==> src/frj_map.svh <==
`ifndef FRJ_MAP_SVH
`define FRJ_MAP_SVH

// ----------------------------------------------------------------
// register offsets (byte addresses)
// ----------------------------------------------------------------
`define FRJ_OFS_CTRL        8'h00
`define FRJ_OFS_PRI_SRC     8'h04
`define FRJ_OFS_SEC_SRC     8'h08
`define FRJ_OFS_JUMP_BASE   8'h0C
`define FRJ_OFS_MAX_FREQ    8'h24
`define FRJ_OFS_FUNC_BASE   8'h28
`define FRJ_OFS_ON_FILT     8'h3C
`define FRJ_OFS_OFF_FILT    8'h40
`define FRJ_OFS_CONTACT     8'h44
`define FRJ_OFS_STATUS      8'h48
`define FRJ_OFS_FREQ_OUT    8'h4C

// ----------------------------------------------------------------
// field positions
// ----------------------------------------------------------------
`define FRJ_CTRL_JUMP_EN    0
`define FRJ_CTRL_RUN_NO     1
`define FRJ_SRC_FREQ_LSB    4
`define FRJ_STAT_SEL        8

// ----------------------------------------------------------------
// reset values and limits (frequencies in 0.01 Hz)
// ----------------------------------------------------------------
`define FRJ_RST_PRI_CMD     3'h1
`define FRJ_RST_PRI_FREQ    4'h2
`define FRJ_RST_SEC_CMD     3'h0
`define FRJ_RST_SEC_FREQ    4'h0
`define FRJ_RST_JUMP_LO0    16'h03E8
`define FRJ_RST_JUMP_HI0    16'h05DC
`define FRJ_RST_JUMP_LO1    16'h07D0
`define FRJ_RST_JUMP_HI1    16'h09C4
`define FRJ_RST_JUMP_LO2    16'h0BB8
`define FRJ_RST_JUMP_HI2    16'h0DAC
`define FRJ_RST_MAX_FREQ    16'h1770
`define FRJ_MAX_FREQ_MIN    16'h0FA0
`define FRJ_MAX_FREQ_TOP    16'h9C40
`define FRJ_CMD_SRC_TOP     3'h4
`define FRJ_FREQ_SRC_TOP    4'h8
`define FRJ_FUNC_TOP        6'h34
`define FRJ_FUNC_SEC_SRC    6'h0F
`define FRJ_FUNC_FWD_RUN    6'h01
`define FRJ_FUNC_REV_RUN    6'h02

// ----------------------------------------------------------------
// filter times in millisecond ticks
// ----------------------------------------------------------------
`define FRJ_RST_ON_FILT     14'h000A
`define FRJ_RST_OFF_FILT    14'h0003
`define FRJ_FILT_TOP        14'h2710

`endif

==> src/frj_pkg.sv <==
package frj_pkg;

  typedef logic [15:0] frj_freq_t;
  typedef logic [13:0] frj_ftime_t;
  typedef logic [5:0]  frj_func_t;

  typedef struct packed {
    logic       stable;
    frj_ftime_t cnt;
  } frj_filt_state_t;

endpackage

==> src/frj_input_filter.sv <==
`timescale 1ns/1ps
`default_nettype none

module frj_input_filter (
  input  wire logic              core_clk,
  input  wire logic              rst_b,
  input  wire logic              ms_tick,
  input  wire logic              raw,
  input  wire frj_pkg::frj_ftime_t on_time,
  input  wire frj_pkg::frj_ftime_t off_time,
  output logic                   level
);

  frj_pkg::frj_filt_state_t st_ff;
  frj_pkg::frj_filt_state_t nxt_st;
  frj_pkg::frj_ftime_t      lim;

  assign lim   = raw ? on_time : off_time;
  assign level = st_ff.stable;

  // ----------------------------------------------------------------
  // persistence filter
  // ----------------------------------------------------------------
  always_comb begin
    nxt_st = st_ff;
    if (raw == st_ff.stable) begin
      nxt_st.cnt = '0;
    end else if (lim == '0) begin
      nxt_st.stable = raw;
      nxt_st.cnt    = '0;
    end else if (ms_tick) begin
      // a glitch back to the stable level restarts the count
      if (st_ff.cnt + 14'h0001 >= lim) begin
        nxt_st.stable = raw;
        nxt_st.cnt    = '0;
      end else begin
        nxt_st.cnt = st_ff.cnt + 14'h0001;
      end
    end
  end

  always_ff @(posedge core_clk or negedge rst_b) begin
    if (!rst_b) begin
      st_ff <= '0;
    end else begin
      st_ff <= nxt_st;
    end
  end
endmodule

`default_nettype wire

==> src/frj_ref_cond.sv <==
// What this block does
// - with jumping on and no bands overlapping, output frequency never rests strictly inside a band
// - rising reference inside a band holds output at the band's lower edge
// - rising reference above a band's upper edge is followed again
// - skipping acts on both accelerating and decelerating ramps
// - one-bit jump enable, 0 off, 1 on, off after reset
// - three jump bands, defaults 10-15, 20-25, 30-35 Hz
// - lower edge 0..upper edge; upper edge lower edge..maximum frequency
// - terminal function code 15 marks the source selector terminal
// - selector active: run command and reference come from secondary settings
// - secondary source writes refused while running under main source
// - command source 0..4, frequency source 0..8; defaults 1,2 and 0,0
// - five terminals each hold a function code 0..52
// - on and off filter times 0..10000 ms, defaults 10 and 3
// - one-bit setting choosing contact types allowed for run terminals
// - setting 1 forces run terminals normally open; 0 allows normally closed
`timescale 1ns/1ps
`default_nettype none
`include "frj_map.svh"

module frj_ref_cond #(
  parameter int N_TERM = 5,
  parameter int N_BAND = 3
) (
  input  wire logic              core_clk,
  input  wire logic              rst_b,
  input  wire logic              ms_tick,
  input  wire logic [N_TERM-1:0] terminal_raw,
  input  wire logic              running,
  input  wire frj_pkg::frj_freq_t freq_ref,
  input  wire logic [7:0]        reg_addr,
  input  wire logic [31:0]       reg_wdata,
  input  wire logic              reg_wr,
  input  wire logic              reg_rd,
  output logic [31:0]            reg_rdata,
  output logic [N_TERM-1:0]      input_terminal_levels,
  output logic                   secondary_source_select,
  output logic [2:0]             active_cmd_source,
  output logic [3:0]             active_freq_source,
  output frj_pkg::frj_freq_t     freq_out
);

  // ----------------------------------------------------------------
  // elaboration checks
  // ----------------------------------------------------------------
  if (N_TERM < 1 || N_TERM > 5) begin : g_bad_term
    $error("N_TERM must lie in 1..5");
  end
  if (N_BAND != 3) begin : g_bad_band
    $error("N_BAND must be 3");
  end

  typedef struct packed {
    logic                                   jump_en;
    logic                                   run_no_only;
    logic [2:0]                             pri_cmd;
    logic [3:0]                             pri_freq;
    logic [2:0]                             sec_cmd;
    logic [3:0]                             sec_freq;
    logic [N_BAND-1:0][15:0]                jump_lo;
    logic [N_BAND-1:0][15:0]                jump_hi;
    logic [15:0]                            max_freq;
    logic [N_TERM-1:0][5:0]                 func;
    logic [13:0]                            on_filt;
    logic [13:0]                            off_filt;
    logic [N_TERM-1:0]                      nc_sel;
    logic [15:0]                            out;
    logic [31:0]                            rdata;
  } frj_state_t;

  frj_state_t        st_ff;
  frj_state_t        nxt_st;
  logic [N_TERM-1:0] filt_level;
  logic [N_TERM-1:0] active;
  logic              sel;
  logic [15:0]       cand;
  logic              max_ok;
  logic              sec_lock;

  // ----------------------------------------------------------------
  // terminal filters and contact handling
  // ----------------------------------------------------------------
  for (genvar t = 0; t < N_TERM; t++) begin : g_term
    logic is_run;
    frj_input_filter u_filt (
      .core_clk (core_clk),
      .rst_b    (rst_b),
      .ms_tick  (ms_tick),
      .raw      (terminal_raw[t]),
      .on_time  (st_ff.on_filt),
      .off_time (st_ff.off_filt),
      .level    (filt_level[t])
    );
    assign is_run    = (st_ff.func[t] == `FRJ_FUNC_FWD_RUN) || (st_ff.func[t] == `FRJ_FUNC_REV_RUN);
    // normally closed inverts, unless run terminals are forced open
    assign active[t] = filt_level[t] ^ (st_ff.nc_sel[t] & ~(st_ff.run_no_only & is_run));
  end

  always_comb begin
    sel = 1'b0;
    for (int t = 0; t < N_TERM; t++) begin
      if (active[t] && st_ff.func[t] == `FRJ_FUNC_SEC_SRC) begin
        sel = 1'b1;
      end
    end
  end

  assign sec_lock = running && !sel;

  // ----------------------------------------------------------------
  // jump band skipping
  // ----------------------------------------------------------------
  // bands are walked in order; overlapping bands are not merged
  always_comb begin
    cand = freq_ref;
    if (st_ff.jump_en) begin
      for (int b = 0; b < N_BAND; b++) begin
        if (cand > st_ff.jump_lo[b] && cand < st_ff.jump_hi[b]) begin
          // direction is inferred from where the output sat last
          cand = (st_ff.out >= st_ff.jump_hi[b]) ? st_ff.jump_hi[b] : st_ff.jump_lo[b];
        end
      end
    end
  end

  always_comb begin
    max_ok = (reg_wdata[15:0] >= `FRJ_MAX_FREQ_MIN) && (reg_wdata[15:0] <= `FRJ_MAX_FREQ_TOP);
    for (int b = 0; b < N_BAND; b++) begin
      if (reg_wdata[15:0] < st_ff.jump_hi[b]) begin
        max_ok = 1'b0;
      end
    end
  end

  // ----------------------------------------------------------------
  // register file and next state
  // ----------------------------------------------------------------
  always_comb begin
    nxt_st       = st_ff;
    nxt_st.out   = cand;
    nxt_st.rdata = '0;
    if (reg_wr) begin
      unique case (reg_addr)
        `FRJ_OFS_CTRL: begin
          nxt_st.jump_en     = reg_wdata[`FRJ_CTRL_JUMP_EN];
          nxt_st.run_no_only = reg_wdata[`FRJ_CTRL_RUN_NO];
        end
        `FRJ_OFS_PRI_SRC: begin
          if (reg_wdata[2:0] <= `FRJ_CMD_SRC_TOP && reg_wdata[7:4] <= `FRJ_FREQ_SRC_TOP) begin
            nxt_st.pri_cmd  = reg_wdata[2:0];
            nxt_st.pri_freq = reg_wdata[7:4];
          end
        end
        `FRJ_OFS_SEC_SRC: begin
          if (!sec_lock && reg_wdata[2:0] <= `FRJ_CMD_SRC_TOP && reg_wdata[7:4] <= `FRJ_FREQ_SRC_TOP) begin
            nxt_st.sec_cmd  = reg_wdata[2:0];
            nxt_st.sec_freq = reg_wdata[7:4];
          end
        end
        `FRJ_OFS_MAX_FREQ: begin
          if (max_ok) begin
            nxt_st.max_freq = reg_wdata[15:0];
          end
        end
        `FRJ_OFS_ON_FILT: begin
          if (reg_wdata[13:0] <= `FRJ_FILT_TOP && reg_wdata[31:14] == '0) begin
            nxt_st.on_filt = reg_wdata[13:0];
          end
        end
        `FRJ_OFS_OFF_FILT: begin
          if (reg_wdata[13:0] <= `FRJ_FILT_TOP && reg_wdata[31:14] == '0) begin
            nxt_st.off_filt = reg_wdata[13:0];
          end
        end
        `FRJ_OFS_CONTACT: begin
          nxt_st.nc_sel = reg_wdata[N_TERM-1:0];
        end
        default: begin
          for (int b = 0; b < N_BAND; b++) begin
            if (reg_addr == `FRJ_OFS_JUMP_BASE + 8'(8 * b) && reg_wdata[15:0] <= st_ff.jump_hi[b]) begin
              nxt_st.jump_lo[b] = reg_wdata[15:0];
            end
            if (reg_addr == `FRJ_OFS_JUMP_BASE + 8'(8 * b + 4) && reg_wdata[15:0] >= st_ff.jump_lo[b]
                && reg_wdata[15:0] <= st_ff.max_freq) begin
              nxt_st.jump_hi[b] = reg_wdata[15:0];
            end
          end
          for (int t = 0; t < N_TERM; t++) begin
            if (reg_addr == `FRJ_OFS_FUNC_BASE + 8'(4 * t) && reg_wdata[5:0] <= `FRJ_FUNC_TOP
                && reg_wdata[31:6] == '0) begin
              nxt_st.func[t] = reg_wdata[5:0];
            end
          end
        end
      endcase
    end
    if (reg_rd) begin
      unique case (reg_addr)
        `FRJ_OFS_CTRL:     nxt_st.rdata = {30'h0, st_ff.run_no_only, st_ff.jump_en};
        `FRJ_OFS_PRI_SRC:  nxt_st.rdata = {24'h0, st_ff.pri_freq, 1'b0, st_ff.pri_cmd};
        `FRJ_OFS_SEC_SRC:  nxt_st.rdata = {24'h0, st_ff.sec_freq, 1'b0, st_ff.sec_cmd};
        `FRJ_OFS_MAX_FREQ: nxt_st.rdata = {16'h0, st_ff.max_freq};
        `FRJ_OFS_ON_FILT:  nxt_st.rdata = {18'h0, st_ff.on_filt};
        `FRJ_OFS_OFF_FILT: nxt_st.rdata = {18'h0, st_ff.off_filt};
        `FRJ_OFS_CONTACT:  nxt_st.rdata = 32'(st_ff.nc_sel);
        `FRJ_OFS_STATUS:   nxt_st.rdata = 32'(active) | (32'(sel) << `FRJ_STAT_SEL);
        `FRJ_OFS_FREQ_OUT: nxt_st.rdata = {16'h0, st_ff.out};
        default: begin
          for (int b = 0; b < N_BAND; b++) begin
            if (reg_addr == `FRJ_OFS_JUMP_BASE + 8'(8 * b)) begin
              nxt_st.rdata = {16'h0, st_ff.jump_lo[b]};
            end
            if (reg_addr == `FRJ_OFS_JUMP_BASE + 8'(8 * b + 4)) begin
              nxt_st.rdata = {16'h0, st_ff.jump_hi[b]};
            end
          end
          for (int t = 0; t < N_TERM; t++) begin
            if (reg_addr == `FRJ_OFS_FUNC_BASE + 8'(4 * t)) begin
              nxt_st.rdata = {26'h0, st_ff.func[t]};
            end
          end
        end
      endcase
    end
  end

  always_ff @(posedge core_clk or negedge rst_b) begin
    if (!rst_b) begin
      st_ff             <= '0;
      st_ff.pri_cmd     <= `FRJ_RST_PRI_CMD;
      st_ff.pri_freq    <= `FRJ_RST_PRI_FREQ;
      st_ff.sec_cmd     <= `FRJ_RST_SEC_CMD;
      st_ff.sec_freq    <= `FRJ_RST_SEC_FREQ;
      st_ff.jump_lo[0]  <= `FRJ_RST_JUMP_LO0;
      st_ff.jump_hi[0]  <= `FRJ_RST_JUMP_HI0;
      st_ff.jump_lo[1]  <= `FRJ_RST_JUMP_LO1;
      st_ff.jump_hi[1]  <= `FRJ_RST_JUMP_HI1;
      st_ff.jump_lo[2]  <= `FRJ_RST_JUMP_LO2;
      st_ff.jump_hi[2]  <= `FRJ_RST_JUMP_HI2;
      st_ff.max_freq    <= `FRJ_RST_MAX_FREQ;
      st_ff.on_filt     <= `FRJ_RST_ON_FILT;
      st_ff.off_filt    <= `FRJ_RST_OFF_FILT;
    end else begin
      st_ff <= nxt_st;
    end
  end

  // ----------------------------------------------------------------
  // outputs
  // ----------------------------------------------------------------
  assign reg_rdata               = st_ff.rdata;
  assign input_terminal_levels   = active;
  assign secondary_source_select = sel;
  assign active_cmd_source       = sel ? st_ff.sec_cmd : st_ff.pri_cmd;
  assign active_freq_source      = sel ? st_ff.sec_freq : st_ff.pri_freq;
  assign freq_out                = st_ff.out;
endmodule

`default_nettype wire

==> config.mk <==
export PLATFORM = sky130hd
export DESIGN_NAME = frj_ref_cond
export DESIGN_NICKNAME = d
export VERILOG_FILES = /design/src/frj_pkg.sv /design/src/frj_input_filter.sv /design/src/frj_ref_cond.sv
export VERILOG_INCLUDE_DIRS = /design/src
export SDC_FILE = /design/constraint.sdc
export NUM_CORES = 1
export LEC_CHECK = 0
export ABC_AREA = 1
export BUFFER_PORTS_ARGS = -buffer_cell sky130_fd_sc_hd__buf_4
export CORE_MARGIN = 2
export CORE_UTILIZATION = 60
export DETAILED_ROUTE_END_ITERATION = 8
export MAX_ROUTING_LAYER = met4
export PLACE_DENSITY = 0.83
export SLEW_MARGIN = 0
export SYNTH_ARGS = -nofsm -noshare
export SYNTH_HDL_FRONTEND = slang
export SYNTH_SLANG_ARGS = --single-unit
==> constraint.sdc <==
create_clock -name core_clk -period 12.25 [get_ports core_clk]
set_input_delay 0.6125 -clock core_clk [delete_from_list [all_inputs] [get_ports core_clk]]
set_output_delay 0.6125 -clock core_clk [all_outputs]
set_load 0.005 [all_outputs]
==> reports/metrics.csv, run 1 <==
metric,value,unit
outcome,"finished, final reports clean",
vias post-DR,23195,
via count of the first global-routing pass,22465,
deepest level of the CTS H-tree,2,
Chip Height,203,um
proportion of synthesized flip-flops having asynchronous set or reset,100,%
setup slack on the worst flop-to-flop path,4290,ps
largest stage delay on the critical path,1010,ps
distinct cell type count of the synthesized netlist,59,
global-route wire length before repair,124,mm
number of enable-type register cells in the synthesized netlist,0,
post-placement setup slack,4460,ps
Min-Delay Path Class,input pin to asynchronous set/reset pin,
initial antenna violation count,1,
pins over their slew limit,0,
initial core utilization,61.2,%
crit path capture type,flop,
"most common cell after layout, fill and taps aside",nand2_1,
growth of design area from synthesis to finish,9.20,%
instance count of the mapped netlist,3185,
die area,0.0412,sq mm
slew at the pin with the worst max-slew slack,1350,ps
Slowest cell on crit path,nor3_2,
"arithmetic-cell share of the synthesized area counting full adders, half adders and majority gates",17.3,%
crit path time final,7960,ps
largest fanout on the critical path,31,
power density relative to cell area,111,mW/mm^2
Filler Cell Count,3347,
largest family of logic cells by synthesized area,simple AND/OR/NAND/NOR gates,
Worst VDD drop,0.0000874,V
footprint of the multi-input gates,0.0140,sq mm
GRT Total Usage,39.6,%
root buffer selected by CTS,clkbuf_16,
vias per std cell,6.17,
number of non-filler instances in the completed layout,3759,
Finish-stage setup viols,0,
sum of negative setup slack,0,ps
sequential share of the synthesized area,31.7,%
Clock Pin Slew Worst Setup and Hold Paths,60,ps
die width,203,um
drt initial violations,2669,
number of iterations in the first detailed-routing pass,7,
post-synth design cell area,0.0238,sq mm
fraction of final layout cells sized beyond drive strength 1,7.75,%
footprint of the flip-flops and latches,0.00752,sq mm
met3 Resource Use GR,7.54,%
Synth Area in Compound Gates,18.9,%
IO buf count,111,
Post-Route Skew,31.9,ps
global route hottest layer,met2,
tightest slew margin relative to the limit,9.40,%
setup repair after global routing missed its margin,no,
path type of the worst setup path,flop to flop,
drt total wl,79.2,mm
IO Pins,128,
least setup slack across all paths after layout,4290,ps
dominant synthesized flop cell,dfrtp_1,
placer congestion estimate,1.02,
TritonCTS Buffers,35,
Leak,12.1,nW
cell occurring most often along the worst timing path,nand2_1,
final hold vios,0,
GR met2 Demand/Resource,62.3,%
clock tree from TritonCTS,built,
Avg Synthesized Cell Area,7.46,sq um
number of remaining DRC errors,0,
highest-count cells in the layout ignoring fill and taps,"727 x nand2_1, 411 x o21ai_0, 405 x inv_1",
Placeable Area,0.0388,sq mm
antenna-violating nets left,0,
M1 GR Usage,48.6,%
simple logic cell fraction of the synthesized area,19.9,%
Resized cells post-CTS,0,
dominant cell type by area after synthesis,dfrtp_1,
synth top area cells,"dfrtp_1 26%, ha_1 17%, nand2_1 11%",
Synth Area in XOR/XNOR,2.32,%
top cell type's share of synthesized area,26.0,%
crit share post-route,65.0,%
post-CTS setup buffers,0,
CP Launch Type,flop,
grt ovf,0,
timing-limited maximum frequency,126,MHz
YS warnings,0,
multiplexer share of the synthesized area,0.253,%
synthesis-stage register bit count,298,
pin count of the biggest net entering global routing,117,
"Net count, final",3610,
required time at the endpoint of the critical path,12760,ps
count of standard-cell rows,72,
hold buffer count at cts,0,
clock insertion delay at the later pin of the skew report,590,ps
CTS sink cnt,298,
maximum buffer depth of the clock tree,3,
total half-perimeter wirelength after legalization and detailed placement,60.6,mm
drt wl/cell,21.1,um
Maximum Capacitance Violations,0,
arrival time at the worst endpoint,8470,ps
number of placed instances with taps included,3696,
-- per-stage QoR --
stage / utilization (%) / total power (W) / hold slack (ps) / area [sq um]
after floorplan: - / 0.00148 / 317 / 23800
after global placement: 63.6 / 0.00167 / 466 / 24700
after detailed placement: 63.6 / 0.00170 / 473 / 24700
after CTS: 66.8 / 0.00286 / 139 / 25900
after global routing: 66.8 / 0.00300 / 175 / 25900
final: 66.8 / 0.00287 / 45.9 / 25900
-- routing by layer --
| metal | part of all wire [%] | vias up |
|---|---|---|
| li1 | - | 10822 |
| met1 | 40 | 10967 |
| met2 | 46 | 1133 |
| met3 | 8.3 | 273 |
| met4 | 5.7 | 0 |
| met5 | 0 | - |
-- worst paths after layout --
check / start / end / cells after the start
worst max-delay path: st_ff[130]$_DFFE_PN1P_ / freq_out[10]$_DFF_PN0_ / 29
worst min-delay path: rst_b / g_term[2].u_filt.st_ff[3]$_DFFE_PN0P_ / 1
worst max register to register: st_ff[130]$_DFFE_PN1P_ / freq_out[10]$_DFF_PN0_ / 29
worst min register to register: st_ff[136]$_DFFE_PN0P_ / st_ff[136]$_DFFE_PN0P_ / 2
max in group asynchronous: rst_b / st_ff[124]$_DFFE_PN0P_ / 3
min in group core_clk: freq_ref[8] / freq_out[8]$_DFF_PN0_ / 3
-- final cells by class --
cell class	instances	area share (%)
Multi-Input combinational cell	2342	54.0
Sequential cell	298	29.0
Inverter	411	5.95
Clock buffer	49	3.89
Timing Repair Buffer	127	3.70
Tap cell	518	2.50
Clock inverter	13	0.974
Antenna cell	1	0.00965
-- cell families after synthesis --
| group | after synthesis |
|---|---|
| compound gates | 786 |
| xor+xnor | 63 |
| fa+ha+maj | 328 |
| buf+inv | 560 |
| flops | 298 |
| mux | 6 |
| other cells | 1 |
| simple gates | 1143 |
-- sequential cells by signal, indices dropped and copies added, names as in the netlist --
name                 flops
freq_out                16
st_ff                  191
g_term.u_filt.st_ff     70
g_term.u_filt.level      5
reg_rdata               16
-- worst max-delay path: cells and delay by family, from the launching register on --
family	cells	cell delay, ps
AND/OR/NAND/NOR	18	4100
adder cells (fa/ha/maj)	3	960
AO/OA/AOI/OAI	6	2120
buffers and inverters	2	160
flip-flops	1	530
-- synth_stat cells, drive strengths merged (7+ instances only) --
cell	instances
o22ai	49
clkbuf	95
ha	328
nor3	48
xnor2	10
dfrtp	247
dfstp	51
o21ai	414
nand3	123
a31oi	7
o211ai	17
o21a	13
xor2	53
nand2	730
a21oi	168
a221oi	15
o2111ai	18
nand4	45
nor2	170
nor4	16
a32o	8
o221ai	18
buf	54
a311oi	10
a211oi	14
inv	407
-- report_power, final --
group / switching (W) / total, W / internal (W) / leakage (nW)
sequential: 0.0000516 / 0.00107 / 0.00102 / 3.92
combinational: 0.000406 / 0.000625 / 0.000219 / 7.55
clock: 0.000463 / 0.00117 / 0.000709 / 0.621
total: 0.000921 / 0.00287 / 0.00195 / 12.1
Power figures use the tool's default switching activity.
==> run 2, diff against run 1 <==
ABC_AREA = 0   (was 1)
CORE_UTILIZATION = 57   (was 60)
clock period = 7.1 ns   (was 12.25 ns; I/O delays follow)
==> run 2 against run 1 <==
Sequential share of layout area shrank 1.2 points. Sequential power is 64% higher. Setup slack worse by 4200 ps. Final area rose by 4.5%. Routed wire length grew 3.8%. Utilization down 2.0 points. Worst hold slack better by 58 ps. Critical path depth up 2. Fmax is 14% higher. Non-clock buffer count increased by 77. Global-route usage fell by 1.5 points. First-iteration DRC count rose by 1.2%. Largest cell class unchanged.
==> reports/metrics.csv, run 2 <==
metric,value,unit,change
outcome,"finished, final reports clean",,
CP Launch Type,flop,,
IO buf count,111,,unchanged
WHS,104,ps,+58.4 ps
initial antenna violation count,0,,-1
grt ovf,0,,unchanged
Chip Height,210,um,+3.3%
top cell type's share of synthesized area,25.6,%,-0.38 points
Worst VDD drop,0.000187,V,+110%
required time at the endpoint of the critical path,7580,ps,-5180 ps
antenna-violating nets left,0,,unchanged
number of remaining DRC errors,0,,unchanged
count of standard-cell rows,75,,+4.2%
die area,0.0439,sq mm,+6.7%
final hold vios,0,,unchanged
crit path capture type,flop,,
largest registers,"st_ff: 191 flops, g_term.u_filt.st_ff: 70 flops",,
number of flip-flops in the largest register,191,,unchanged
Leak,12.7,nW,+5.3%
largest stage delay on the critical path,540,ps,-470 ps
Placeable Area,0.0419,sq mm,+7.8%
"Design Area, Final",0.0271,sq mm,+4.5%
dominant cell type by area after synthesis,dfrtp_1,,
total half-perimeter wirelength after legalization and detailed placement,61.5,mm,+1.5%
Slowest cell on crit path,dfstp_2,,
largest fanout on the critical path,6,,-81%
number of iterations in the first detailed-routing pass,8,,+1
pins over their slew limit,0,,unchanged
post-placement setup slack,-198,ps,-4660 ps
Maximum Capacitance Violations,0,,unchanged
vias per std cell,6.66,,+7.9%
Avg Synthesized Cell Area,9.54,sq um,+28%
crit share post-route,98.8,%,+34 points
TritonCTS Buffers,37,,+5.7%
Min-Delay Path Class,input pin to flop,,
fraction of final layout cells sized beyond drive strength 1,22.1,%,+14 points
die width,210,um,+3.3%
instance count of the mapped netlist,2527,,-21%
placed cell area,0.0255,sq mm,+3.3%
global-route wire length before repair,124,mm,+0.13%
growth of design area from synthesis to finish,12.4,%,
synthesis-stage register bit count,298,,unchanged
distinct cell type count of the synthesized netlist,85,,+44%
initial core utilization,57.6,%,-3.6 points
placer congestion estimate,1.02,,-0.34%
drt total wl,82.2,mm,+3.8%
maximum buffer depth of the clock tree,3,,unchanged
clock tree from TritonCTS,built,,
Finish-stage setup viols,0,,unchanged
vias post-DR,21417,,-7.7%
CTS sink cnt,298,,unchanged
synth top area cells,"dfrtp_1 26%, ha_1 17%, mux2_2 9.3%",,
GRT Total Usage,38.1,%,-1.5 points
utilization after layout,64.8,%,-2.0 points
number of placed instances with taps included,3130,,-15%
Commonest cells post-synth,"328 x ha_1, 247 x dfrtp_1, 217 x nand2_1",,
pin count of the biggest net entering global routing,157,,+34%
YS warnings,0,,unchanged
power density relative to cell area,165,mW/mm^2,+49%
least setup slack across all paths after layout,88.2,ps,-4200 ps
number of non-filler instances in the completed layout,3217,,-14%
dominant synthesized flop cell,dfrtp_1,,
number of diodes,0,,-1
"most common cell after layout, fill and taps aside",ha_1,,
number of enable-type register cells in the synthesized netlist,0,,unchanged
drt initial violations,2700,,+1.2%
clock insertion delay at the later pin of the skew report,570,ps,-20 ps
tightest slew margin relative to the limit,8.59,%,-0.81 points
post-synth design cell area,0.0241,sq mm,+1.5%
"Net count, final",3044,,-16%
crit path time final,7010,ps,-949 ps
sequential share of the synthesized area,31.2,%,-0.46 points
proportion of synthesized flip-flops having asynchronous set or reset,100,%,unchanged
Post-Route Skew,22.8,ps,-9.09 ps
Top reg by flops,st_ff,,
deepest level of the CTS H-tree,2,,unchanged
arrival time at the worst endpoint,7490,ps,-980 ps
root buffer selected by CTS,clkbuf_16,,
drt wl/cell,25.6,um,+21%
path type of the worst setup path,flop to flop,,
timing-limited maximum frequency,143,MHz,+14%
slew at the pin with the worst max-slew slack,1370,ps,+11.8 ps
highest-count cells in the layout ignoring fill and taps,"327 x ha_1, 246 x dfrtp_1, 217 x nand2_1",,
IO Pins,128,,unchanged
Clock Pin Slew Worst Setup and Hold Paths,60,ps,about the same
via count of the first global-routing pass,20980,,-6.6%
most common cell in the netlist,ha_1,,
## run 2: cell types whose count changed after synthesis, moves of 66 or more
cell and delta:
nand2_1 -510, a21o_1 +66, inv_1 -223, o21ai_0 -304
mux2_2 +200, mux2i_1 +83
## run 2: per-stage QoR
step,setup TNS (ps),power (W)
6_report,0,0.00447
5_1_grt,-519,0.00463
3_5_place_dp,-2460,0.00248
3_3_place_gp,-728,0.00247
2_1_floorplan,0,0.00219
4_1_cts,0,0.00443
## run 2: final timing paths
| check | startpoint | endpoint | slack, ps | depth (start not counted) |
|---|---|---|---|---|
| max | st_ff[129]$_DFFE_PN1P_ | freq_out[0]$_DFF_PN0_ | 90 | 31 |
| min | reg_rd | reg_rdata[3]$_DFF_PN0_ | 100 | 3 |
| max reg2reg | st_ff[129]$_DFFE_PN1P_ | freq_out[0]$_DFF_PN0_ | 90 | 31 |
| min reg2reg | g_term[1].u_filt.st_ff[12]$_DFFE_PN0P_ | g_term[1].u_filt.st_ff[12]$_DFFE_PN0P_ | 490 | 2 |
| max in group asynchronous | rst_b | st_ff[128]$_DFFE_PN0P_ | 5340 | 3 |
| min in group asynchronous | rst_b | g_term[1].u_filt.st_ff[7]$_DFFE_PN0P_ | 410 | 2 |
## run 2: routing by layer
metal	wire [um]	vias to the layer above	track usage (%)
met2	36300	1213	57.5
met4	4320	0	18.1
met1	33700	10429	49.6
li1	-	9501	-
met3	7890	274	7.15
met5	0	-	-
## run 2: kinds of logic after synthesis
logic type | count (synthesis) | share of synthesized area [%]
simple gates | 676 | 14.0
mux | 300 | 13.7
fa+ha+maj | 328 | 17.0
compound gates | 540 | 15.6
xor+xnor | 65 | 2.36
buf+inv | 319 | 6.11
other cells | 1 | 0.0156
flops | 298 | 31.2
## run 2: worst max-delay path: cells and delay by family, from the launching register on
kind / cells / cell delay (ps)
compound gates: 11 / 2320
simple gates: 8 / 1480
fa+ha+maj: 3 / 900
buf+inv: 6 / 890
mux: 3 / 800
flops: 1 / 540
## run 2: layout make-up
| cell class | instances | area, sq um |
|---|---|---|
| Clock buffer | 52 | 1040 |
| Clock inverter | 16 | 193 |
| Fill cell | 3389 | 14700 |
| Inverter | 183 | 687 |
| Multi-Input combinational cell | 1925 | 15400 |
| Sequential cell | 298 | 7520 |
| Tap cell | 539 | 674 |
| Timing Repair Buffer | 204 | 1630 |
## run 2: power by group
| group | internal, W | switching (W) | total [W] |
|---|---|---|---|
| clock | 0.00114 | 0.000798 | 0.00194 |
| sequential | 0.00173 | 0.0000250 | 0.00175 |
| combinational | 0.000315 | 0.000466 | 0.000781 |
| total | 0.00318 | 0.00129 | 0.00447 |
## run 2: repair_timing
action | CTS | global route
pin swaps | 1 | 19
buffers inserted | 4 | 14
hold buffers | 1 | 0
resized for setup | 2 | 46
endpoints found under the setup margin | 16 | 16
hold endpoints to repair | 78 | 0
gates cloned | 0 | 1
